==> config.mk <==
export PLATFORM = sky130hd
export DESIGN_NAME = phybc_regs
export DESIGN_NICKNAME = d
export VERILOG_FILES = /design/src/logic/phybc_pkg.sv /design/src/logic/phybc_sync2.sv /design/src/logic/phybc_idx_decode.sv /design/src/logic/phybc_regs.sv
export VERILOG_INCLUDE_DIRS = /design/src /design/src/logic
export SDC_FILE = /design/constraint.sdc
export NUM_CORES = 1
export LEC_CHECK = 0
export BUFFER_PORTS_ARGS = -buffer_cell sky130_fd_sc_hd__buf_2
export CORE_ASPECT_RATIO = 0.8
export CORE_UTILIZATION = 44
export CTS_CLUSTER_SIZE = 28
export DETAILED_ROUTE_END_ITERATION = 10
export PLACE_DENSITY = 0.82
export SLEW_MARGIN = 10
export SYNTH_ARGS = -nofsm -noshare
export SYNTH_HDL_FRONTEND = slang
export SYNTH_SLANG_ARGS = --single-unit
==> constraint.sdc <==
create_clock -name ref_clk -period 1.8 [get_ports ref_clk]
set_input_delay 0.36 -clock ref_clk [delete_from_list [all_inputs] [get_ports ref_clk]]
set_output_delay 0.36 -clock ref_clk [all_outputs]
set_load 0.01 [all_outputs]
==> src/logic/phybc_defines.svh <==
// Constants for the transceiver basic control register bank
`ifndef PHYBC_DEFINES_SVH
`define PHYBC_DEFINES_SVH

// ----------------------------------------------------------------
// Widths
// ----------------------------------------------------------------
`define PHYBC_IDX_W 5
`define PHYBC_DATA_W 16
`define PHYBC_CNT_W 4

// ----------------------------------------------------------------
// Register indexes (decimal in the register map)
// ----------------------------------------------------------------
`define PHYBC_IDX_BASIC_CTRL 5'h00
`define PHYBC_IDX_BASIC_STAT 5'h01
`define PHYBC_IDX_ID1 5'h02
`define PHYBC_IDX_ID2 5'h03
`define PHYBC_IDX_AN_ADV 5'h04
`define PHYBC_IDX_AN_LPA 5'h05
`define PHYBC_IDX_AN_EXP 5'h06
`define PHYBC_IDX_MODE_CS 5'h11
`define PHYBC_IDX_SPEC_MODES 5'h12
`define PHYBC_IDX_SPEC_IND 5'h1b
`define PHYBC_IDX_INT_SRC 5'h1d
`define PHYBC_IDX_INT_MASK 5'h1e
`define PHYBC_IDX_SPEC_CS 5'h1f

// ----------------------------------------------------------------
// Basic control and status field positions
// ----------------------------------------------------------------
`define PHYBC_BIT_SOFT_RESET 15
`define PHYBC_BIT_LOOPBACK 14
`define PHYBC_BIT_SPEED 13
`define PHYBC_BIT_AN_ENABLE 12
`define PHYBC_BIT_POWER_DOWN 11
`define PHYBC_BIT_AN_RESTART 9
`define PHYBC_BIT_DUPLEX 8
`define PHYBC_BIT_COL_TEST 7
`define PHYBC_BIT_AN_DONE 5

// Bits held in storage, reserved bits, and bits kept over a soft reset
`define PHYBC_CTRL_STORE_MASK 16'h7980
`define PHYBC_CTRL_RSVD_MASK 16'h047f
`define PHYBC_SOFT_RESET_IMMUNE_MASK 16'h0000

// ----------------------------------------------------------------
// Reset values (speed and negotiation enable come from the strap)
// ----------------------------------------------------------------
`define PHYBC_CTRL_RST_FIXED 16'h0000
`define PHYBC_STAT_RST 16'h0000

// ----------------------------------------------------------------
// Timing
// ----------------------------------------------------------------
`define PHYBC_CLK_PERIOD_NS 50
`define PHYBC_SOFT_RESET_TIME_NS 500
`define PHYBC_SOFT_RESET_CYCLES \
   ((`PHYBC_SOFT_RESET_TIME_NS + `PHYBC_CLK_PERIOD_NS - 1) / `PHYBC_CLK_PERIOD_NS)
`define PHYBC_STRAP_WAIT 2

`endif

==> src/logic/phybc_pkg.sv <==
// Types for the transceiver basic control register bank
package phybc_pkg;

   // Gray along load -> run -> soft reset -> run
   typedef enum logic [1:0] {
      st_load = 2'h0,
      st_run = 2'h1,
      st_srst = 2'h3
   } phybc_state_t;

endpackage

==> src/logic/phybc_sync2.sv <==
// Two-flop synchroniser for a level from outside the clock domain
`timescale 1ns/1ns
module phybc_sync2 #(
   parameter logic RST_VAL = 1'b0
) (
   // Clock and reset
   input wire logic ref_clk,
   input wire logic reset,
   // Level in and out
   input wire logic async_in,
   output logic sync_out
);

   logic meta_reg;
   logic sync_reg;

   always_ff @(posedge ref_clk) begin
      if (reset) begin
         meta_reg <= RST_VAL;
         sync_reg <= RST_VAL;
      end else begin
         meta_reg <= async_in;
         sync_reg <= meta_reg;
      end
   end

   assign sync_out = sync_reg;

endmodule

==> src/logic/phybc_idx_decode.sv <==
// Register index decoder for the transceiver register set
`timescale 1ns/1ns
`include "phybc_defines.svh"
module phybc_idx_decode (
   // Index in
   input wire logic [`PHYBC_IDX_W-1:0] idx,
   // Decode out
   output logic hit,
   output logic is_ctrl,
   output logic is_stat
);

   // ----------------------------------------------------------------
   // Decoded index set
   // ----------------------------------------------------------------
   logic low_group;
   logic high_group;

   assign low_group = (idx <= `PHYBC_IDX_AN_EXP);
   assign high_group = (idx == `PHYBC_IDX_MODE_CS) ||
                       (idx == `PHYBC_IDX_SPEC_MODES) ||
                       (idx == `PHYBC_IDX_SPEC_IND) ||
                       (idx == `PHYBC_IDX_INT_SRC) ||
                       (idx == `PHYBC_IDX_INT_MASK) ||
                       (idx == `PHYBC_IDX_SPEC_CS);
   assign hit = low_group | high_group;
   assign is_ctrl = (idx == `PHYBC_IDX_BASIC_CTRL);
   assign is_stat = (idx == `PHYBC_IDX_BASIC_STAT);

endmodule

==> src/logic/phybc_regs.sv <==
// Transceiver management register bank with the basic control register
//
// Operation
// - The registers have no memory address and are reached by index through access and data.
// - Indexes 0 to 6, 17, 18, 27, 29, 30 and 31 are recognised by the decoder.
// - No field is marked immune to soft reset; a soft reset reloads every stored bit to its default.
// - Writing 1 to bit 15 starts a soft reset and the bit then clears by itself.
// - Bit 14 selects loopback when 1, normal when 0, and resets to 0.
// - Bit 13 selects 100Mbps when 1, 10Mbps when 0, and is ignored while negotiation is on.
// - Bit 12 enables negotiation, whose results then override bits 13 and 8.
// - Bits 13 and 12 reset to the level of the speed strap, not to a constant.
// - Bit 11 powers the transceiver down; after clearing it, status bit 5 sets on completion.
// - Writing 1 to bit 9 restarts negotiation; the bit clears itself and reads 0.
// - Bit 8 selects full duplex when 1, half when 0, resets to 0, ignored under negotiation.
// - Bit 7 enables the collision test when 1 and resets to 0.
`timescale 1ns/1ns
`include "phybc_defines.svh"
module phybc_regs (
   // Clock and reset
   input wire logic ref_clk,
   input wire logic reset,
   // Indexed management access
   input wire logic mgmt_wr_strobe,
   input wire logic mgmt_rd_strobe,
   input wire logic [`PHYBC_IDX_W-1:0] mgmt_index,
   input wire logic [`PHYBC_DATA_W-1:0] mgmt_wr_data,
   output logic [`PHYBC_DATA_W-1:0] mgmt_rd_data,
   output logic mgmt_rd_valid,
   output logic mgmt_rd_hit,
   // Speed strap pin
   input wire logic speed_sel_strap,
   // Negotiation results from the transceiver core
   input wire logic an_complete,
   input wire logic an_result_speed_100,
   input wire logic an_result_full_duplex,
   // Controls to the transceiver core
   output logic soft_reset_active,
   output logic loopback_en,
   output logic power_down,
   output logic an_enable,
   output logic an_restart,
   output logic speed_100,
   output logic full_duplex,
   output logic col_test_en
);

   // ----------------------------------------------------------------
   // Strap synchroniser and index decode
   // ----------------------------------------------------------------
   logic strap_sync;
   logic idx_hit;
   logic idx_ctrl;
   logic idx_stat;

   phybc_sync2 #(
      .RST_VAL(1'b0)
   ) u_strap_sync (
      .ref_clk(ref_clk),
      .reset(reset),
      .async_in(speed_sel_strap),
      .sync_out(strap_sync)
   );

   phybc_idx_decode u_idx_decode (
      .idx(mgmt_index),
      .hit(idx_hit),
      .is_ctrl(idx_ctrl),
      .is_stat(idx_stat)
   );

   // ----------------------------------------------------------------
   // State
   // ----------------------------------------------------------------
   phybc_pkg::phybc_state_t state_reg;
   phybc_pkg::phybc_state_t state_next;
   logic [`PHYBC_CNT_W-1:0] cnt_reg;
   logic [`PHYBC_CNT_W-1:0] cnt_next;
   logic [`PHYBC_DATA_W-1:0] ctrl_reg;
   logic [`PHYBC_DATA_W-1:0] ctrl_next;
   logic srst_active_reg;
   logic an_done_reg;
   logic an_done_next;
   logic an_restart_reg;
   logic loopback_reg;
   logic power_down_reg;
   logic an_enable_reg;
   logic speed_reg;
   logic duplex_reg;
   logic col_test_reg;
   logic [`PHYBC_DATA_W-1:0] rd_data_reg;
   logic rd_valid_reg;
   logic rd_hit_reg;

   // ----------------------------------------------------------------
   // Write decode
   // ----------------------------------------------------------------
   logic in_run;
   logic ctrl_wr;
   logic srst_req;
   logic ctrl_ld;
   logic restart_req;
   logic strap_load;
   logic srst_done;

   assign in_run = (state_reg == phybc_pkg::st_run);
   assign ctrl_wr = mgmt_wr_strobe & idx_ctrl & in_run;
   assign srst_req = ctrl_wr & mgmt_wr_data[`PHYBC_BIT_SOFT_RESET];
   // A soft reset write drops the other bits of the same word
   assign ctrl_ld = ctrl_wr & ~srst_req;
   assign restart_req = ctrl_ld & mgmt_wr_data[`PHYBC_BIT_AN_RESTART];
   assign strap_load = (state_reg == phybc_pkg::st_load) &&
                       (cnt_reg == `PHYBC_CNT_W'(`PHYBC_STRAP_WAIT));
   assign srst_done = (state_reg == phybc_pkg::st_srst) &&
                      (cnt_reg == `PHYBC_CNT_W'(`PHYBC_SOFT_RESET_CYCLES - 1));

   // ----------------------------------------------------------------
   // Control word next value
   // ----------------------------------------------------------------
   logic [`PHYBC_DATA_W-1:0] ctrl_dflt;
   logic [`PHYBC_DATA_W-1:0] ctrl_after_srst;
   logic [`PHYBC_DATA_W-1:0] ctrl_written;

   // Speed and negotiation enable follow the strap level
   assign ctrl_dflt = `PHYBC_CTRL_RST_FIXED |
                      {2'h0, strap_sync, strap_sync, 12'h000};
   assign ctrl_after_srst = (ctrl_reg & `PHYBC_SOFT_RESET_IMMUNE_MASK) |
                            (ctrl_dflt & ~`PHYBC_SOFT_RESET_IMMUNE_MASK);
   assign ctrl_written = mgmt_wr_data & `PHYBC_CTRL_STORE_MASK;
   assign ctrl_next = ctrl_ld ? ctrl_written : srst_req ? ctrl_after_srst :
                      strap_load ? ctrl_dflt : ctrl_reg;

   // ----------------------------------------------------------------
   // Sequencer next state
   // ----------------------------------------------------------------
   always_comb begin
      state_next = state_reg;
      cnt_next = cnt_reg;
      case (state_reg)
         phybc_pkg::st_load: begin
            if (strap_load) begin
               state_next = phybc_pkg::st_run;
               cnt_next = `PHYBC_CNT_W'(0);
            end else begin
               cnt_next = cnt_reg + `PHYBC_CNT_W'(1);
            end
         end
         phybc_pkg::st_run: begin
            if (srst_req) begin
               state_next = phybc_pkg::st_srst;
               cnt_next = `PHYBC_CNT_W'(0);
            end
         end
         phybc_pkg::st_srst: begin
            if (srst_done) begin
               state_next = phybc_pkg::st_run;
               cnt_next = `PHYBC_CNT_W'(0);
            end else begin
               cnt_next = cnt_reg + `PHYBC_CNT_W'(1);
            end
         end
         default: begin
            state_next = phybc_pkg::st_load;
            cnt_next = `PHYBC_CNT_W'(0);
         end
      endcase
   end

   // ----------------------------------------------------------------
   // Negotiation complete status
   // ----------------------------------------------------------------
   logic an_done_set;
   logic an_done_clr;

   // Completion is held off while powered down; a set beats a clear
   assign an_done_set = an_complete & ~ctrl_reg[`PHYBC_BIT_POWER_DOWN];
   assign an_done_clr = ctrl_reg[`PHYBC_BIT_POWER_DOWN] | an_restart_reg | srst_active_reg;
   assign an_done_next = an_done_set | (an_done_reg & ~an_done_clr);

   // ----------------------------------------------------------------
   // Read mux
   // ----------------------------------------------------------------
   logic [`PHYBC_DATA_W-1:0] ctrl_read;
   logic [`PHYBC_DATA_W-1:0] stat_read;
   logic [`PHYBC_DATA_W-1:0] rd_word;

   // Restart reads 0 since it is never stored; reset reads 1 while it runs
   assign ctrl_read = ctrl_reg | {srst_active_reg, 15'h0000};
   assign stat_read = `PHYBC_STAT_RST | {10'h000, an_done_reg, 5'h00};
   assign rd_word = idx_ctrl ? ctrl_read : idx_stat ? stat_read : 16'h0000;

   // ----------------------------------------------------------------
   // Effective modes
   // ----------------------------------------------------------------
   logic eff_speed;
   logic eff_duplex;

   assign eff_speed = ctrl_reg[`PHYBC_BIT_AN_ENABLE] ? an_result_speed_100 :
                      ctrl_reg[`PHYBC_BIT_SPEED];
   assign eff_duplex = ctrl_reg[`PHYBC_BIT_AN_ENABLE] ? an_result_full_duplex :
                       ctrl_reg[`PHYBC_BIT_DUPLEX];

   // ----------------------------------------------------------------
   // Registers
   // ----------------------------------------------------------------
   always_ff @(posedge ref_clk) begin
      if (reset) begin
         state_reg <= phybc_pkg::st_load;
         cnt_reg <= `PHYBC_CNT_W'(0);
         ctrl_reg <= `PHYBC_CTRL_RST_FIXED;
         srst_active_reg <= 1'b0;
         an_done_reg <= 1'b0;
         an_restart_reg <= 1'b0;
      end else begin
         state_reg <= state_next;
         cnt_reg <= cnt_next;
         ctrl_reg <= ctrl_next;
         srst_active_reg <= (state_next == phybc_pkg::st_srst);
         an_done_reg <= an_done_next;
         an_restart_reg <= restart_req;
      end
   end

   always_ff @(posedge ref_clk) begin
      if (reset) begin
         loopback_reg <= 1'b0;
         power_down_reg <= 1'b0;
         an_enable_reg <= 1'b0;
         speed_reg <= 1'b0;
         duplex_reg <= 1'b0;
         col_test_reg <= 1'b0;
      end else begin
         loopback_reg <= ctrl_reg[`PHYBC_BIT_LOOPBACK];
         power_down_reg <= ctrl_reg[`PHYBC_BIT_POWER_DOWN];
         an_enable_reg <= ctrl_reg[`PHYBC_BIT_AN_ENABLE];
         speed_reg <= eff_speed;
         duplex_reg <= eff_duplex;
         col_test_reg <= ctrl_reg[`PHYBC_BIT_COL_TEST];
      end
   end

   always_ff @(posedge ref_clk) begin
      if (reset) begin
         rd_data_reg <= 16'h0000;
         rd_valid_reg <= 1'b0;
         rd_hit_reg <= 1'b0;
      end else begin
         rd_data_reg <= mgmt_rd_strobe ? rd_word : rd_data_reg;
         rd_valid_reg <= mgmt_rd_strobe;
         rd_hit_reg <= mgmt_rd_strobe ? idx_hit : rd_hit_reg;
      end
   end

   assign mgmt_rd_data = rd_data_reg;
   assign mgmt_rd_valid = rd_valid_reg;
   assign mgmt_rd_hit = rd_hit_reg;
   assign soft_reset_active = srst_active_reg;
   assign loopback_en = loopback_reg;
   assign power_down = power_down_reg;
   assign an_enable = an_enable_reg;
   assign an_restart = an_restart_reg;
   assign speed_100 = speed_reg;
   assign full_duplex = duplex_reg;
   assign col_test_en = col_test_reg;
endmodule

* Yosys cells after proc, flatten, opt, wreduce, memory -nomap -nowiden
Cells that the tools add are included.
Widths: inputs -> output; s select.
** Storage, ports and cells
- Register bits :: 41
- Bits in latches :: 0
- Bits in writable memories :: 0
- Bits in read-only memories :: 0
- Bits of input ports :: 29
- Output and inout port bits :: 26
- Word-level logic and storage cells :: 72
- Memories :: 0
** Cells by class
- $add $sub $neg :: 1
- Multipliers :: 0
- Divide/modulo/power cells :: 0
- Order comparisons :: 1
- Equal/unequal tests :: 13
- Shift-type cells :: 0
- Mux-type cells :: 15
- Bitwise operators :: 15
- Reduce and logical (&&, ||, !) cells :: 10
** Operator list (count)
- $mux 15 :: 3
- $eq 5x5->1 const B :: 6
- $mux 16 :: 1
- $or 15x16->16 :: 1
- $mux 4 :: 3
- $pmux 4 s3 :: 1
- $and 1x1->1 :: 7
- $mux 2 :: 3
- $mux 6 :: 1
- $pmux 2 s3 :: 1
- $eq 5x1->1 const B :: 1
- $le 5x3->1 const B :: 1
- $logic_not 5->1 :: 1
- $logic_or 1x1->1 :: 5
- $add 4x1->4 const B :: 1
- $eq 2x2->1 const B :: 2
- $eq 4x2->1 const B :: 1
- $eq 4x4->1 const B :: 1
- $or 1x1->1 :: 4
- $not 1->1 :: 3
- $reduce_bool 3->1 :: 1
- $eq 2x1->1 const B :: 1
- $logic_and 1x1->1 :: 2
- $logic_not 2->1 :: 1
- other kinds (2) :: 3

* Logic depth before layout (Yosys ltp)
Gate-level depths: netlist of run 1.
- Depth after elaboration :: 7
- Depth in mapped cells :: 6
- Mapped depth without buffers :: 6

* Cells and area by module
A second synthesis of run 1 with hierarchy kept.
** Unflattened totals
- Cell total of the unflattened synthesis :: 164
- Area total of the unflattened synthesis :: 1516.5 um^2
** By module, submodules not included
- phybc_regs :: times used 1, cells each 148, area each 1397.6 um^2, sequential area each 620.6 um^2
- phybc_idx_decode :: times used 1, cells each 12, area each 66.3 um^2, sequential area each 0.0 um^2
- phybc_sync2 :: times used 1, cells each 4, area each 52.6 um^2, sequential area each 40.0 um^2

* Worst setup path after synthesis of run 1
Ideal clock, no wire load.
- Kind :: register -> register
- Start point :: register state_reg[0]
- End point :: register cnt_reg[3]
- Library setup time :: 0.074 ns
- Arrival :: 1.754 ns
- Data required time :: 1.726 ns
- Slack :: -0.028 ns
- Cell stages (with the launch flop) :: 6
- Buffers on the path :: 0
- Period minus slack after synthesis :: 1.828 ns
- Path through :: dfxtp_1 > inv_1 > ha_1 > nor4_2 > or4b_1 > a31oi_1
** Between the ends
- Word-level cells in the longest chain between the ends :: 4
- Elaborated cells on any way between the ends :: 11
- Classes of those cells :: 3 x eq/ne; 3 x mux; 2 x bitwise; 3 x reduce/logical
** RTL lines
- start, declared :: line phybc_regs.sv:74 : phybc_pkg::phybc_state_t state_reg;
- start signal, assigned :: line phybc_regs.sv:207 : state_reg <= phybc_pkg::st_load;
- start signal, assigned :: line phybc_regs.sv:214 : state_reg <= state_next;
- $eq 2x2->1, or another cell as far along :: line phybc_regs.sv:113, phybc_regs.sv:138
- $logic_and 1x1->1, or another cell as far along :: line phybc_regs.sv:113 : assign srst_done = (state_reg == phybc_pkg::st_srst) &&
- $mux 4, or another cell as far along :: line phybc_regs.sv:154 : if (srst_done) begin
- $pmux 4 s3 or $ne 2x1->1 (tied branches)
- end signal, assigned :: line phybc_regs.sv:208 : cnt_reg <= `PHYBC_CNT_W'(0);
- end signal, assigned :: line phybc_regs.sv:215 : cnt_reg <= cnt_next;
- end, declared :: line phybc_regs.sv:76 : logic [`PHYBC_CNT_W-1:0] cnt_reg;
Several ways; a longest one is shown, not always the timed one.
A chain may end at the register's enable or synchronous reset.

* Worst setup path in the final report of run 1
- Start point :: register state_reg[1]
- End point :: register cnt_reg[3]
Same word-level chain as after synthesis.

==> flow_metrics.py, run 1 <==
metrics = {
    "floorplan": {
        "die_y_um": 54.4,
        "row_count": 18,
        "core_area_um2": 3180,
        "initial_core_util_pct": 47.5,
        "die_area_um2": 3670,
        "die_w_um": 67.5,
        "io_pins": 55,
    },
    "layout": {
        "antenna_cells": 0,
        "mostFrequentLayoutCell": "buf_2",
        "fin_nets": 258,
        "drive_gt1_share_pct": 37.1,
        "design_area_um2": 2040,
        "regArea_um2": 668,
        "most-common-layout-cells": "buf_2, dfxtp_1, buf_4",
        "largest_reg_flops": 8,
        "multiInputGateArea_um2": 825,
        "syn_to_final_growth_pct": 34.9,
        "nFillCells": 253,
    },
    "worst_hold_path": {
        "hp-class": "in -> reg",
    },
    "power_and_ir_drop": {
        "ir_worst_vdd_v": 0.000768,
        "power_mw": 2.24,
        "powerDensity_nw_per_um2": 1100,
        "cellLeakagePower_nw": 0.881,
    },
    "sta": {
        "tns_ns": 0,
        "setup_viol": 0,
        "finalWorstPathRequiredPeriod_ns": 1.76,
        "finClkSkew_ns": 0.00315,
        "hold_viol_final": 0,
        "holdWs_ns": 0.283,
        "finalMaxSlewViolations": 0,
        "rsz0062_at_grt": "true",
        "finalCritPeriodShare_pct": 97.9,
        "fmax_mhz": 567,
    },
    "clocking": {
        "clk_latency_ns": 0.29,
        "cts_made_buffers": 5,
        "cts.clk_slew.worst_paths_ns": 0.07,
        "htreeDepth": 2,
        "root_buffer": "clkbuf_8",
        "cts_tree": "done",
        "clock_sinks": 33,
        "cts_max_path_buffers": 2,
    },
    "status": {
        "outcome": "complete, no violations",
    },
    "setup_path": {
        "cpPeakStageDelay_ns": 0.47,
        "crit_slowest_cell": "or4b_1",
        "critPathKind": "reg -> reg",
        "cp_cell_sequence": "inv_4 > ha_4 > buf_6 > nor2_2 > nor4_4 > or4b_1 > a31oi_1",
        "crit_cells": 7,
        "ff2ff_path_depth": 7,
        "crit_family": "simple AND/OR/NAND/NOR gates",
        "reg2reg_slack_ns": 0.04,
        "cp_data_arrival_time_ns": 1.98,
        "crit_required_ns": 2.01,
        "crit_fanout": 5,
        "crit_end": "cnt_reg[3]$_SDFFE_PP0P_",
        "crit_path_end_kind": "flip-flop",
        "critical_path.startpoint": "state_reg[1]$_SDFF_PP0_",
        "cp_num_buf_inv": 2,
        "r2r_start": "state_reg[1]$_SDFF_PP0_",
        "r2r-end": "cnt_reg[3]$_SDFFE_PP0P_",
        "critPathLaunchType": "flip-flop",
    },
    "yosys": {
        "synthFlopType": "dfxtp_1",
        "synth_warnings": 0,
        "ys_seq_area_share_pct": 43.8,
        "synth_area_um2": 1510,
        "synthDistinctLibCells": 39,
        "syn_avg_cell_area_um2": 9.26,
        "syn_inst": 163,
        "synth-edff-count": 0,
        "synth-seq-cells": 33,
        "synthArstFlopShare_pct": 0,
    },
    "routing": {
        "vias_per_cell": 5.28,
        "met2_length_um": 1800,
        "totalWireLength_um": 3690,
        "post_drt_wl_per_cell_um": 14.1,
        "wl_met3_um": 232,
        "wl_met1_um": 1570,
        "initialDrtViolationCount": 128,
        "top_layer_used": "met4",
        "ant_nets": 0,
        "vias": 1377,
        "drc": 0,
        "first_pass_iters": 4,
    },
    "global_route": {
        "grt_pass1_wl_um": 5070,
        "grt-ovfl-total": 0,
        "antenna_found_initial": 0,
        "grt_pass1_vias": 1167,
        "track_usage_pct": 19.4,
        "grt_max_degree": 27,
    },
    "placed_design": {
        "place_congestion": 0.827,
        "place_area_um2": 1830,
        "numPortBuffers": 38,
        "hpwl_um": 2340,
    },
    "job": {
        "drv_cap": 0,
    },
}
-- metal layers --
metal	vias up	track usage (%)
met5	-	0
met3	10	6.67
met4	0	9.93
met1	648	22.1
met2	56	32.3
li1	663	-
-- kinds of logic (layout without fill, tap and decap cells) --
| logic type | Yosys count | count (layout) | synth area share (%) |
|---|---|---|---|
| adder cells (fa/ha/maj) | 9 | 9 | 7.46 |
| flip-flops | 33 | 33 | 43.8 |
| AO/OA/AOI/OAI | 32 | 32 | 14.4 |
| buffers and inverters | 24 | 75 | 8.04 |
| AND/OR/NAND/NOR | 62 | 62 | 24.7 |
| other | 1 | 8 | 0.249 |
| multiplexers | 2 | 2 | 1.33 |
-- worst reg2reg max path, delay by kind of cell (launching register included) --
family / cells / cell delay (ns)
AO/OA/AOI/OAI: 1 / 0.18
AND/OR/NAND/NOR: 3 / 0.83
buffers and inverters: 2 / 0.18
flip-flops: 1 / 0.37
adder cells (fa/ha/maj): 1 / 0.15
-- worst min-delay path by stage --
stage,start,endpoint,cells after the start
3_3_place_gp,u_strap_sync.meta_reg$_SDFF_PP0_,u_strap_sync.sync_out$_SDFF_PP0_,1
3_5_place_dp,u_strap_sync.meta_reg$_SDFF_PP0_,u_strap_sync.sync_out$_SDFF_PP0_,1
2_1_floorplan,u_strap_sync.meta_reg$_SDFF_PP0_,u_strap_sync.sync_out$_SDFF_PP0_,1
6_report,speed_sel_strap,u_strap_sync.meta_reg$_SDFF_PP0_,2
5_1_grt,speed_sel_strap,u_strap_sync.meta_reg$_SDFF_PP0_,2
4_1_cts,speed_sel_strap,u_strap_sync.meta_reg$_SDFF_PP0_,2
-- cell usage after synthesis (2+ instances only) --
library cell,instances,area [µm²]
o21ai_0,3,15.0
nand2_1,9,33.8
a31oi_1,2,12.5
a221oi_1,2,17.5
ha_1,9,113
buf_4,8,60.1
mux2i_1,2,20.0
dfxtp_1,33,661
nor2_1,17,63.8
o211ai_1,2,15.0
a21oi_1,13,65.1
or3b_1,2,17.5
nand3_1,2,10.0
a22oi_1,5,37.5
nor2b_1,14,87.6
nor3b_1,3,22.5
inv_1,10,37.5
nand4_1,2,12.5
clkbuf_1,5,18.8
-- final cells by class --
class / instances / area share, %
multi-input cells: 113 / 40.5
well taps: 40 / 2.46
inverters: 10 / 1.97
repair buffers: 57 / 16.5
clock inverters: 1 / 1.48
flip-flops and latches: 33 / 32.8
clock buffers: 7 / 4.24
-- metrics by stage --
stage                     cells  setup slack (ns)  utilization [%]
after floorplan             170           0.00914                -
after global placement      251           -0.0496             57.6
after detailed placement    251            -0.112             57.6
after CTS                   259           0.00289             61.7
after global routing        261           -0.0636             64.1
final                       261            0.0369             64.1
-- where the power goes --
part | switching [mW] | internal (mW)
registers | 0.0530 | 0.795
clock network | 0.269 | 0.451
logic | 0.307 | 0.363
-- repair_timing --
item / CTS / global route
cloned: 0 / 0
resized for setup: 7 / 14
buffers inserted: 2 / 2
hold endpoints to repair: 0 / 0
hold buffers: 0 / 0
endpoints found under the setup margin: 3 / 6
pin swaps: 4 / 4
Note: power is estimated with default switching activity, not from simulation.
==> run 2, diff against run 1 <==
--- a/config.mk
+++ b/config.mk
@@ -12,6 +12,7 @@
 export CTS_CLUSTER_SIZE = 28
 export DETAILED_ROUTE_END_ITERATION = 10
 export PLACE_DENSITY = 0.82
+export REMOVE_ABC_BUFFERS = 1
 export SLEW_MARGIN = 10
 export SYNTH_ARGS = -nofsm -noshare
 export SYNTH_HDL_FRONTEND = slang
==> run 2 against run 1 <==
Against the previous run: non-clock buffer count up 2; critical path depth stayed put; clock skew hardly changed; via count down 0.80%; utilization grew 0.59 points; clock-buffer cell count is the same; die area unchanged; critical path type unchanged.
==> flow_metrics.py, run 2 (synthesis gave the netlist of run 1 again) <==
metrics = {
    "layout": {
        "antenna_cells": 0,
        "most-common-layout-cells": "buf_2, dfxtp_1, buf_4",
        "largest_reg_flops": 8,
        "syn_to_final_growth_pct": 36.2,
        "utilization_pct": 64.7,
        "drive_gt1_share_pct": 36.8,
        "mostFrequentLayoutCell": "buf_2",
        "nFillCells": 259,
        "fin_nets": 260,
    },
    "global_route": {
        "track_usage_pct": 20.3,
        "grtUsageMet3_pct": 6.46,
        "antenna_found_initial": 0,
        "grt_pass1_wl_um": 5420,
        "grt_max_degree": 15,
        "met1_usage_pct": 25.3,
        "grt_pass1_vias": 1195,
        "grt.busiest_layer": "met2",
        "grt-ovfl-total": 0,
        "grtUsageMet2_pct": 33.7,
    },
    "clocking": {
        "cts.clk_slew.worst_paths_ns": 0.07,
        "clock_sinks": 33,
        "root_buffer": "clkbuf_8",
        "clk_latency_ns": 0.28,
        "cts_made_buffers": 5,
        "cts_max_path_buffers": 2,
        "cts_tree": "done",
        "htreeDepth": 2,
    },
    "setup_path": {
        "critPathLaunchType": "flip-flop",
        "cp_data_arrival_time_ns": 1.99,
        "crit_fanout": 3,
        "crit_path_end_kind": "flip-flop",
        "crit_required_ns": 2.01,
        "r2r_start": "cnt_reg[0]$_SDFFE_PP0P_",
        "ff2ff_path_depth": 7,
        "critPathKind": "reg -> reg",
        "r2r-end": "cnt_reg[0]$_SDFFE_PP0P_",
        "reg2reg_slack_ns": 0.02,
    },
    "sta": {
        "setup_ws_ns": 0.0216,
        "fmax_mhz": 562,
        "hold_viol_final": 0,
        "finClkSkew_ns": 0.00354,
        "finalCritPeriodShare_pct": 98.8,
        "finalMaxSlewViolations": 0,
        "setup_viol": 0,
        "finalWorstPathRequiredPeriod_ns": 1.78,
        "rsz0062_at_grt": "true",
    },
    "worst_hold_path": {
        "hold_start": "speed_sel_strap",
        "hp-class": "in -> reg",
        "hold_end": "u_strap_sync.meta_reg$_SDFF_PP0_",
        "whs_path_depth": 2,
    },
    "power_and_ir_drop": {
        "cellLeakagePower_nw": 0.897,
        "ir_worst_vdd_v": 0.000542,
        "p_clk_share_pct": 32.2,
        "intPower_mw": 1.62,
        "p_sw_uw": 622,
        "seqPwrFrac_pct": 37.6,
        "powerDensity_nw_per_um2": 1090,
        "sw_frac_of_total_pct": 27.8,
        "pwr-share-comb_pct": 30.2,
    },
    "placed_design": {
        "place_congestion": 0.766,
        "hpwl_um": 2310,
        "post-place-ws_ns": -0.0480,
        "numPortBuffers": 38,
    },
    "routing": {
        "initialDrtViolationCount": 82,
        "drc": 0,
        "ant_nets": 0,
        "vias_per_cell": 5.19,
        "totalWireLength_um": 3540,
        "post_drt_wl_per_cell_um": 13.4,
        "first_pass_iters": 4,
        "vias": 1366,
    },
    "job": {
        "drv_cap": 0,
    },
    "floorplan": {
        "core_area_um2": 3180,
        "row_count": 18,
        "initial_core_util_pct": 47.5,
        "die_w_um": 67.5,
        "die_area_um2": 3670,
        "die_y_um": 54.4,
        "io_pins": 55,
    },
    "status": {
        "outcome": "complete, no violations",
    },
}
==> run 2: cell types whose count changed in the layout (fill, tap and decap cells not counted), sizes merged <==
cell,delta
buf,+2
==> run 2: worst max-delay path, cell delays in order, from the launching register on <==
cell and delay [ns]:
dfxtp_2 0.33, buf_6 0.11, ha_4 0.14, nor4bb_4 0.17
nor4_4 0.30, buf_4 0.17, or3b_4 0.37, a21oi_2 0.13
==> run 2: repair_timing <==
| action | CTS | global route |
|---|---|---|
| pin swaps | 3 | 7 |
| hold buffers | 0 | 0 |
| gates resized for setup | 3 | 15 |
| setup buffers | 3 | 3 |
| setup endpoints to repair | 3 | 8 |
==> run 2: layout make-up <==
cell class                      count  area (µm²)  area share [%]
Inverter                           10        37.5            1.83
Clock inverter                      1        30.0            1.46
Sequential cell                    33         666            32.4
Clock buffer                        7        86.3            4.20
Multi-Input combinational cell    113         833            40.6
Timing Repair Buffer               59         352            17.1
Tap cell                           40        50.0            2.44
==> run 2: worst max path at each step <==
| stage | start | end | cells past startpoint |
|---|---|---|---|
| global placement | cnt_reg[0]$_SDFFE_PP0P_ | cnt_reg[1]$_SDFFE_PP0P_ | 7 |
| finish | cnt_reg[0]$_SDFFE_PP0P_ | cnt_reg[0]$_SDFFE_PP0P_ | 7 |
| CTS | cnt_reg[0]$_SDFFE_PP0P_ | cnt_reg[1]$_SDFFE_PP0P_ | 7 |
| global route | cnt_reg[0]$_SDFFE_PP0P_ | cnt_reg[0]$_SDFFE_PP0P_ | 7 |
| floorplan | state_reg[0]$_SDFF_PP0_ | cnt_reg[3]$_SDFFE_PP0P_ | 5 |
| detailed placement | cnt_reg[0]$_SDFFE_PP0P_ | cnt_reg[1]$_SDFFE_PP0P_ | 7 |
==> run 2: through the flow <==
stage	instances	power [mW]	cell area [µm²]	hold WS, ns	setup TNS, ns
after global placement	250	1.31	1810	0.420	0
final	263	2.24	2050	0.289	0
after global routing	263	2.36	2050	0.306	-0.124
after floorplan	156	1.11	1450	0.414	-0.0281
after detailed placement	250	1.32	1810	0.444	-0.119
after CTS	261	2.10	1960	0.291	0
==> run 2: power groups by stage <==
stage / Clock (mW) / Sequential (mW) / Combinational [mW]
floorplan: 0 / 0.861 / 0.252
CTS: 0.722 / 0.833 / 0.545
global route: 0.768 / 0.850 / 0.742
detailed placement: 0 / 0.849 / 0.476
global placement: 0 / 0.846 / 0.461
finish: 0.720 / 0.841 / 0.677
==> run 2: per-layer routing <==
layer | up-vias | wire (µm)
met5 | - | 0
li1 | 665 | -
met3 | 7 | 215
met4 | 0 | 29
met1 | 641 | 1570
met2 | 53 | 1720
